## src/tios_pkg.sv

```systemverilog
/*
 * Constants for the timer I/O function select block: register offsets,
 * field positions, reset values and field codes.
 * Assumes a 32-bit APB slave with one aligned word per register.
 */
package tios_pkg;

    // Register byte offsets
    localparam logic [7:0] CH0_IO_SELECT_HIGH_OFFSET = 8'h00;
    localparam logic [7:0] CH0_IO_SELECT_LOW_OFFSET = 8'h04;
    localparam logic [7:0] CH1_IO_SELECT_OFFSET = 8'h08;
    localparam logic [7:0] CH2_IO_SELECT_OFFSET = 8'h0C;
    localparam logic [7:0] PIN_STATUS_OFFSET = 8'h10;

    // Register geometry
    localparam int REG_WIDTH = 8;
    localparam int NUM_SELECT_REGS = 4;
    localparam logic [7:0] IO_SELECT_RESET = 8'h00;

    // Field layout inside an I/O select register
    localparam int FIELD_WIDTH = 4;
    localparam int FIELD_LOW_POS = 0;
    localparam int FIELD_HIGH_POS = 4;
    localparam int FIELD_TOP_BIT = 3;
    localparam int FIELD_LEVEL_BIT = 2;

    // Function codes of the low two bits
    localparam logic [1:0] OUT_DISABLED = 2'h0;
    localparam logic [1:0] OUT_LOW = 2'h1;
    localparam logic [1:0] OUT_HIGH = 2'h2;
    localparam logic [1:0] OUT_TOGGLE = 2'h3;

    // Decoded fields: 0 ch0 A, 1 ch0 C, 2 ch1 A, 3 ch1 B, 4 ch2 A, 5 ch2 B
    localparam int NUM_FIELDS = 6;
    localparam int FIELD_REG [NUM_FIELDS] = '{0, 1, 2, 2, 3, 3};
    localparam int FIELD_POS [NUM_FIELDS] = '{0, 0, 0, 4, 0, 4};
    localparam int FIELD_CHANNEL [NUM_FIELDS] = '{0, 0, 1, 1, 2, 2};
    localparam bit FIELD_BIT2_IGNORED [NUM_FIELDS] = '{1'b0, 1'b0, 1'b0, 1'b0, 1'b1, 1'b1};
    localparam int BUFFERED_FIELD = 1;

    localparam int NUM_CHANNELS = 3;
    localparam int COUNTER_WIDTH = 16;

endpackage : tios_pkg

```

## src/tios_io_field.sv

```systemverilog
/*
 * One compare/capture function unit: decodes a 4-bit field, drives the
 * channel pin on compare match and raises capture strobes on pin edges.
 * Assumes the pin input is asynchronous and the match strobe is on pclk.
 */
`timescale 1ns/1ps
`default_nettype none

module tios_io_field #(
    parameter int CW = 16,
    parameter bit BIT2_IGNORED = 1'b0
) (
    // Clock and reset
    input wire logic pclk,
    input wire logic presetn,
    input wire logic clk_en,
    // Control
    input wire logic [3:0] field,
    input wire logic field_valid,
    input wire logic counter_run,
    input wire logic compare_match,
    input wire logic [CW-1:0] counter_value,
    // Pin
    input wire logic pin_in,
    output logic pin_out,
    output logic pin_oe,
    // Capture
    output logic capture_strobe,
    output logic [CW-1:0] capture_value
);

    logic sync1, sync2, pin_prev;
    logic next_pin_out, next_pin_oe, next_capture_strobe;
    logic [CW-1:0] next_capture_value;
    logic is_out, is_cap, rise, fall, cap_hit;

    always_comb begin
        is_out = field_valid && !field[3] && (field[1:0] != tios_pkg::OUT_DISABLED);
        is_cap = field_valid && field[3] && (BIT2_IGNORED || !field[2]);
        rise = sync2 && !pin_prev;
        fall = !sync2 && pin_prev;
        cap_hit = 1'b0;
        if (is_cap) begin
            if (field[1]) begin
                cap_hit = rise || fall;
            end else if (field[0]) begin
                cap_hit = fall;
            end else begin
                cap_hit = rise;
            end
        end
        next_pin_oe = is_out;
        next_pin_out = pin_out;
        if (!is_out) begin
            next_pin_out = 1'b0;
        end else if (!counter_run) begin
            next_pin_out = field[2];
        end else if (compare_match) begin
            unique case (field[1:0])
                tios_pkg::OUT_LOW: next_pin_out = 1'b0;
                tios_pkg::OUT_HIGH: next_pin_out = 1'b1;
                tios_pkg::OUT_TOGGLE: next_pin_out = !pin_out;
                tios_pkg::OUT_DISABLED: next_pin_out = 1'b0;
            endcase
        end
        next_capture_strobe = cap_hit;
        next_capture_value = cap_hit ? counter_value : capture_value;
    end

    always_ff @(posedge pclk or negedge presetn) begin
        if (!presetn) begin
            sync1 <= 1'b0;
            sync2 <= 1'b0;
            pin_prev <= 1'b0;
            pin_out <= 1'b0;
            pin_oe <= 1'b0;
            capture_strobe <= 1'b0;
            capture_value <= '0;
        end else if (clk_en) begin
            sync1 <= pin_in;
            sync2 <= sync1;
            pin_prev <= sync2;
            pin_out <= next_pin_out;
            pin_oe <= next_pin_oe;
            capture_strobe <= next_capture_strobe;
            capture_value <= next_capture_value;
        end
    end

endmodule : tios_io_field

`default_nettype wire

```

## src/tios_top.sv

```systemverilog
/*
 * Timer I/O function select: four I/O select registers on APB and six
 * compare/capture function units driving and sampling channel pins.
 * Assumes the counter, mode register and run bits live outside and
 * arrive as plain pclk-domain inputs.
 */
// The APB interface to the registers and the placing of the registers are this design's own decisions.
`timescale 1ns/1ps
`default_nettype none

// How it works
// - The low nibble of each channel's select register picks the function of register A.
// - In channel 0 the low nibble of the second select register picks the function of register C.
// - Output code with low bits 01 drives the pin low on match, bit 2 giving the initial level.
// - Output code with low bits 10 drives the pin high on match, bit 2 giving the initial level.
// - Low bits 11 toggle the pin on each match and low bits 00 disable the output, 0000 at reset.
// - Capture code 1x00 latches the counter on a rising edge of the field's own pin.
// - Capture code with low bits 01 latches the counter on a falling edge of the pin.
// - Capture with bit 1 set latches on both edges, and channel 2 also ignores bit 2.
// - With buffer enable A set, the register C field is ignored and makes no capture or output.
// - In channels 0 and 1 a capture code with bit 2 set is a prohibited setting.
// - The initial level of an output field is applied only while its counter is stopped.
// - Reset clears every I/O select register to zero.
module tios_top #(
    parameter int CW = tios_pkg::COUNTER_WIDTH
) (
    // Clock, reset and enable
    input wire logic pclk,
    input wire logic presetn,
    input wire logic clk_en,
    // APB slave
    input wire logic psel,
    input wire logic penable,
    input wire logic pwrite,
    input wire logic [7:0] paddr,
    input wire logic [31:0] pwdata,
    output logic [31:0] prdata,
    output logic pready,
    output logic pslverr,
    // Timer side
    input wire logic [tios_pkg::NUM_CHANNELS-1:0] counter_run_bit,
    input wire logic buffer_enable_a,
    input wire logic [tios_pkg::NUM_CHANNELS-1:0][CW-1:0] counter_value,
    input wire logic [tios_pkg::NUM_FIELDS-1:0] compare_match,
    // Channel pins
    input wire logic [tios_pkg::NUM_FIELDS-1:0] field_pin_in,
    output logic [tios_pkg::NUM_FIELDS-1:0] field_pin_out,
    output logic [tios_pkg::NUM_FIELDS-1:0] field_pin_oe,
    // Capture
    output logic [tios_pkg::NUM_FIELDS-1:0] capture_strobe,
    output logic [tios_pkg::NUM_FIELDS-1:0][CW-1:0] capture_value
);

    logic [tios_pkg::REG_WIDTH-1:0] io_select_register [tios_pkg::NUM_SELECT_REGS];
    logic [tios_pkg::REG_WIDTH-1:0] next_io_select [tios_pkg::NUM_SELECT_REGS];
    logic [31:0] next_prdata;
    logic next_pready, next_pslverr;
    logic setup_phase, access_done;

    // APB decode, register writes and registered read data
    always_comb begin
        setup_phase = psel && !penable;
        access_done = psel && penable && pready;
        next_pready = setup_phase;
        next_pslverr = 1'b0;
        next_prdata = prdata;
        for (int i = 0; i < tios_pkg::NUM_SELECT_REGS; i++) begin
            next_io_select[i] = io_select_register[i];
        end
        if (setup_phase) begin
            next_prdata = 32'h0000_0000;
            unique case (paddr)
                tios_pkg::CH0_IO_SELECT_HIGH_OFFSET: next_prdata[7:0] = io_select_register[0];
                tios_pkg::CH0_IO_SELECT_LOW_OFFSET: next_prdata[7:0] = io_select_register[1];
                tios_pkg::CH1_IO_SELECT_OFFSET: next_prdata[7:0] = io_select_register[2];
                tios_pkg::CH2_IO_SELECT_OFFSET: next_prdata[7:0] = io_select_register[3];
                tios_pkg::PIN_STATUS_OFFSET: begin
                    next_prdata[5:0] = field_pin_out;
                    next_prdata[13:8] = field_pin_oe;
                end
                default: next_pslverr = 1'b1;
            endcase
        end
        if (access_done && pwrite && !pslverr) begin
            unique case (paddr)
                tios_pkg::CH0_IO_SELECT_HIGH_OFFSET: next_io_select[0] = pwdata[7:0];
                tios_pkg::CH0_IO_SELECT_LOW_OFFSET: next_io_select[1] = pwdata[7:0];
                tios_pkg::CH1_IO_SELECT_OFFSET: next_io_select[2] = pwdata[7:0];
                tios_pkg::CH2_IO_SELECT_OFFSET: next_io_select[3] = pwdata[7:0];
                default: next_prdata = prdata;
            endcase
        end
        if (access_done) begin
            next_pslverr = 1'b0;
        end else if (!setup_phase) begin
            next_pslverr = pslverr;
        end
    end

    always_ff @(posedge pclk or negedge presetn) begin
        if (!presetn) begin
            for (int i = 0; i < tios_pkg::NUM_SELECT_REGS; i++) begin
                io_select_register[i] <= tios_pkg::IO_SELECT_RESET;
            end
            prdata <= 32'h0000_0000;
            pready <= 1'b0;
            pslverr <= 1'b0;
        end else if (clk_en) begin
            for (int i = 0; i < tios_pkg::NUM_SELECT_REGS; i++) begin
                io_select_register[i] <= next_io_select[i];
            end
            prdata <= next_prdata;
            pready <= next_pready;
            pslverr <= next_pslverr;
        end
    end

    // One function unit per decoded field
    for (genvar g = 0; g < tios_pkg::NUM_FIELDS; g++) begin : gen_field
        localparam int REG_IDX = tios_pkg::FIELD_REG[g];
        localparam int POS = tios_pkg::FIELD_POS[g];
        localparam int CH = tios_pkg::FIELD_CHANNEL[g];
        logic [3:0] field;
        logic field_valid;

        assign field = io_select_register[REG_IDX][POS +: tios_pkg::FIELD_WIDTH];
        assign field_valid = (g == tios_pkg::BUFFERED_FIELD) ? !buffer_enable_a : 1'b1;

        tios_io_field #(
            .CW(CW),
            .BIT2_IGNORED(tios_pkg::FIELD_BIT2_IGNORED[g])
        ) u_field (
            .pclk(pclk),
            .presetn(presetn),
            .clk_en(clk_en),
            .field(field),
            .field_valid(field_valid),
            .counter_run(counter_run_bit[CH]),
            .compare_match(compare_match[g]),
            .counter_value(counter_value[CH]),
            .pin_in(field_pin_in[g]),
            .pin_out(field_pin_out[g]),
            .pin_oe(field_pin_oe[g]),
            .capture_strobe(capture_strobe[g]),
            .capture_value(capture_value[g])
        );
    end

endmodule : tios_top

`default_nettype wire

```

## config.mk

```make
export PLATFORM = sky130hd
export DESIGN_NAME = tios_top
export DESIGN_NICKNAME = d
export VERILOG_FILES = /design/src/tios_pkg.sv /design/src/tios_io_field.sv /design/src/tios_top.sv
export SDC_FILE = /design/constraint.sdc
export NUM_CORES = 1
export LEC_CHECK = 0
export ABC_AREA = 1
export BUFFER_PORTS_ARGS = -buffer_cell sky130_fd_sc_hd__buf_2
export CAP_MARGIN = 25
export CELL_PAD_IN_SITES_DETAIL_PLACEMENT = 1
export CELL_PAD_IN_SITES_GLOBAL_PLACEMENT = 2
export CORE_MARGIN = 1
export CORE_UTILIZATION = 32
export DETAILED_ROUTE_END_ITERATION = 12
export GPL_TIMING_DRIVEN = 1
export PLACE_DENSITY = 0.89
export SLEW_MARGIN = 0
export SYNTH_ARGS = -nofsm -noshare
export SYNTH_HDL_FRONTEND = slang
export SYNTH_SLANG_ARGS = --single-unit
```

## constraint.sdc

```tcl
create_clock -name pclk -period 2.7 [get_ports pclk]
set_clock_uncertainty 0.15 [all_clocks]
set_input_delay 0.405 -clock pclk [delete_from_list [all_inputs] [get_ports pclk]]
set_output_delay 0.405 -clock pclk [all_outputs]
set_load 0.02 [all_outputs]
```

==> impl_metrics.ini <==
[outcome]
status = completed

[floorplanning]
rows = 57
die-area_sq_mm = 0.02560
ios = 258
core_sq_mm = 0.02439
fp.dieH_microns = 160.0
die_width_microns = 160.0
initial_utilization = 0.3275

[global_route]
grt_max_degree = 56
grt_use_met2 = 0.2901
grt_pass1_vias = 6833
grt_use_met1 = 0.2291
grt_overflow = 0
antenna_found_initial = 3
top_usage_layer = met2
use_met3 = 0.05506
grt_pass1_wl_mm = 36.17
track_usage = 0.1778

[power_and_ir_drop]
power.share.combinational = 0.072
p_clk_frac = 0.459
netSwitchingFraction = 0.2392
power_density_mw_per_mm2 = 601.8
pwr-share-seq = 0.470
p_leak_nw = 5.498
peakVddDrop_uv = 292.9
p_sw_w = 0.001422
internal_power_w = 0.004521

[yosys]
synth_seq_cells = 180
syn_area_per_cell_sq_um = 8.856
yosysUniqueCellTypes = 34
synthFlopType = dfrtp_1
synthAdderAreaFrac = 0.01880
syn_area_sq_mm = 0.007988
synth_xor_area_frac = 0
synth.area.mux_share = 0
netlist_instances = 902
synth_edf_count = 0
yosys.area.top_type = dfrtp_1
synth_top_area_share = 0.5639
ys_seq_area_frac = 0.5639
yosys.area_share.simple = 0.1756
synth_compound_area_frac = 0.1305
synthTopCellsByArea = dfrtp_1 (56%), nand2_1 (11%), o21ai_0 (7.6%), inv_1 (5.2%), buf_4 (3.7%)
synthArstFlopShare = 1.000
synth_warnings = 0
synth_top_family_by_area = simple AND/OR/NAND/NOR gates

[drt]
routed_wl_mm = 21.52
drtAntennaViolNets = 0
drt-pass1-iter-count = 4
wl_per_cell_microns = 14.99
drt_iter0_markers = 263
vias = 6540
post_drt_via_cell_ratio = 4.554
drcViolationCount = 0

[finish]
num-fill-cells = 2976
nets = 1221
drive_gt1_frac = 0.2592
area.growth.synth_to_final_pct = 23.64
fin_area_sq_mm = 0.009876

[clock_network]
ctsHtreeMaxLevel = 4
cts_tree = built
clk-insertion-delay-late_ns = 0.43
root_buffer = clkbuf_16
clock_tree.buffer_depth = 2
clock-sinks = 180
numCtsBuffers = 17
clk_pin_slew_ns = 0.08

[worst_setup_path]
startpoint_type = register
critPathKind = reg -> reg
cp.arrival_ns = 1.99
cp-end-kind = register
path_buf_inv = 0
path_max_fanout = 16
r2r_slack_ns = 0.85
critical-path-top-delay-family = simple AND/OR/NAND/NOR gates
r2r_start = pslverr
crit_slowest_cell = or2_1
critPathRequiredTime_ns = 2.84
max_stage_delay_ns = 0.53
reg2reg_depth = 5
reg2reg_to = gen_field[0].field[2]
path_cells = nor2_1, nand3b_4, or2_1, nor2_1, a21oi_2
path_common_cell = nor2_1

[timing]
finalCriticalPeriod_ns = 1.855
drv_slew = 0
worst_pin_slew_ns = 0.7607
period_share = 0.6870
slew_headroom = 0.4929
final.setup.tns_ns = 0
setup_viol = 0
hold_viol = 0
rsz0062_at_grt = false
fmax_ghz = 0.5391
fin_ws_ns = 0.8451

[worst_hold_path]
min_from = field_pin_in[3]
hold_path_end = gen_field[3].u_field.sync1
hp-class = in -> reg
min_delay_path_depth = 3

[placed_design]
portBuffers = 215
place_ws_ns = 0.6429
place.gp.congestion = 0.8024
place_area_sq_mm = 0.009224
dp_hpwl_mm = 15.61

[flow_run]
drv_cap = 0
==> power groups by stage <==
| stage | logic (W) | registers [W] | clock network (W) |
|---|---|---|---|
| 2_1_floorplan | 0.000234 | 0.00285 | 0 |
| 3_3_place_gp | 0.000425 | 0.00284 | 0 |
| 3_5_place_dp | 0.000434 | 0.00284 | 0 |
| 4_1_cts | 0.000437 | 0.00279 | 0.00280 |
| 5_1_grt | 0.000489 | 0.00280 | 0.00290 |
| 6_report | 0.000425 | 0.00279 | 0.00273 |
==> flip-flops by register name, summed over array words and instances (netlist names) <==
| signal | cells |
|---|---|
| gen_field.u_field.pin_prev | 6 |
| prdata | 14 |
| gen_field.u_field.sync1 | 6 |
| gen_field.u_field.sync2 | 6 |
| io_select_register | 8 |
| gen_field.u_field.pin_out | 6 |
| gen_field.u_field.pin_oe | 6 |
| gen_field.field | 24 |
| pslverr | 1 |
| pready | 1 |
| gen_field.u_field.capture_value | 96 |
| gen_field.u_field.capture_strobe | 6 |
==> synth_stat cells, types with 4 or more instances <==
library cell	n
o31ai_1	4
o21ai_2	5
nand2_2	4
inv_2	4
o21ai_1	32
o21ai_0	121
nand4_1	4
nand3_1	42
dfrtp_1	180
nor2_1	21
inv_1	111
nor2_4	6
buf_2	10
nand2_1	244
o21bai_1	6
a21oi_1	15
buf_4	39
ha_1	12
clkbuf_1	18
==> cell usage in the layout (no fill, tap or decap), types with 12 or more instances in the layout <==
cell type and count:
nor2_1 21, o21ai_1 32, nand3_1 42, ha_1 12
buf_2 214, buf_4 13, o21ai_0 121, clkbuf_16 17
nand2_1 244, dfrtp_1 180, inv_1 111, a21oi_1 15
conb_1 18
==> through the flow <==
| step | hold slack, ns | util | std cells | power [W] |
|---|---|---|---|---|
| after CTS | 0.01142 | 0.4048 | 1435 | 0.006032 |
| after global placement | 0.2426 | 0.3782 | 1403 | 0.003266 |
| after floorplan | -0.04059 | - | 919 | 0.003086 |
| after detailed placement | 0.2466 | 0.3782 | 1403 | 0.003279 |
| final | 0.03221 | 0.4049 | 1436 | 0.005943 |
| after global routing | 0.02066 | 0.4048 | 1435 | 0.006192 |
==> worst max path at each step <==
stage               startpoint                     to  slack, ns  cells after the start
finish                 pslverr  gen_field[0].field[2]       0.85                      5
global route           pslverr  gen_field[0].field[2]       0.71                      5
CTS                    pslverr  gen_field[0].field[2]       0.84                      5
detailed placement      clk_en  gen_field[0].field[2]       0.64                      5
global placement        clk_en  gen_field[0].field[0]       0.68                      5
floorplan              pslverr  gen_field[0].field[3]       1.04                      7
==> metal layers <==
metal	up-vias	routed length (microns)	part of all wire
met5	-	16	0.00074
met4	4	242	0.011
met3	19	1426	0.066
met2	170	10040	0.47
met1	3142	9798	0.46
li1	3205	-	-
==> area by class of cell <==
| cell class | count | area, sq um | share of cell area |
|---|---|---|---|
| Timing Repair Buffer | 231 | 1230 | 0.1245 |
| Multi-Input combinational cell | 554 | 2663 | 0.2696 |
| Clock inverter | 11 | 172.7 | 0.01748 |
| Inverter | 115 | 431.7 | 0.04371 |
| Clock buffer | 20 | 466.7 | 0.04726 |
| Antenna cell | 1 | 2.502 | 0.0002534 |
| Sequential cell | 180 | 4504 | 0.4561 |
| Tap cell | 324 | 405.4 | 0.04105 |
==> what timing repair did <==
action                    CTS  global route
hold buffers                1             0
setup buffers               0             0
hold endpoints to repair   40             0
resized for setup           0             0
==> logic make-up (layout without fill, tap and decap cells) <==
group | count (synthesis) | count (layout)
flip-flops | 180 | 180
AND/OR/NAND/NOR | 330 | 330
AO/OA/AOI/OAI | 194 | 194
buffers and inverters | 185 | 377
adder cells (fa/ha/maj) | 12 | 12
other | 1 | 19
==> worst min-delay path: stages <==
cell	delay [ns]
buf_2	0.07
nand2_1	0.04
nand2_1	0.05
Note: power is estimated with default switching activity, not from simulation.
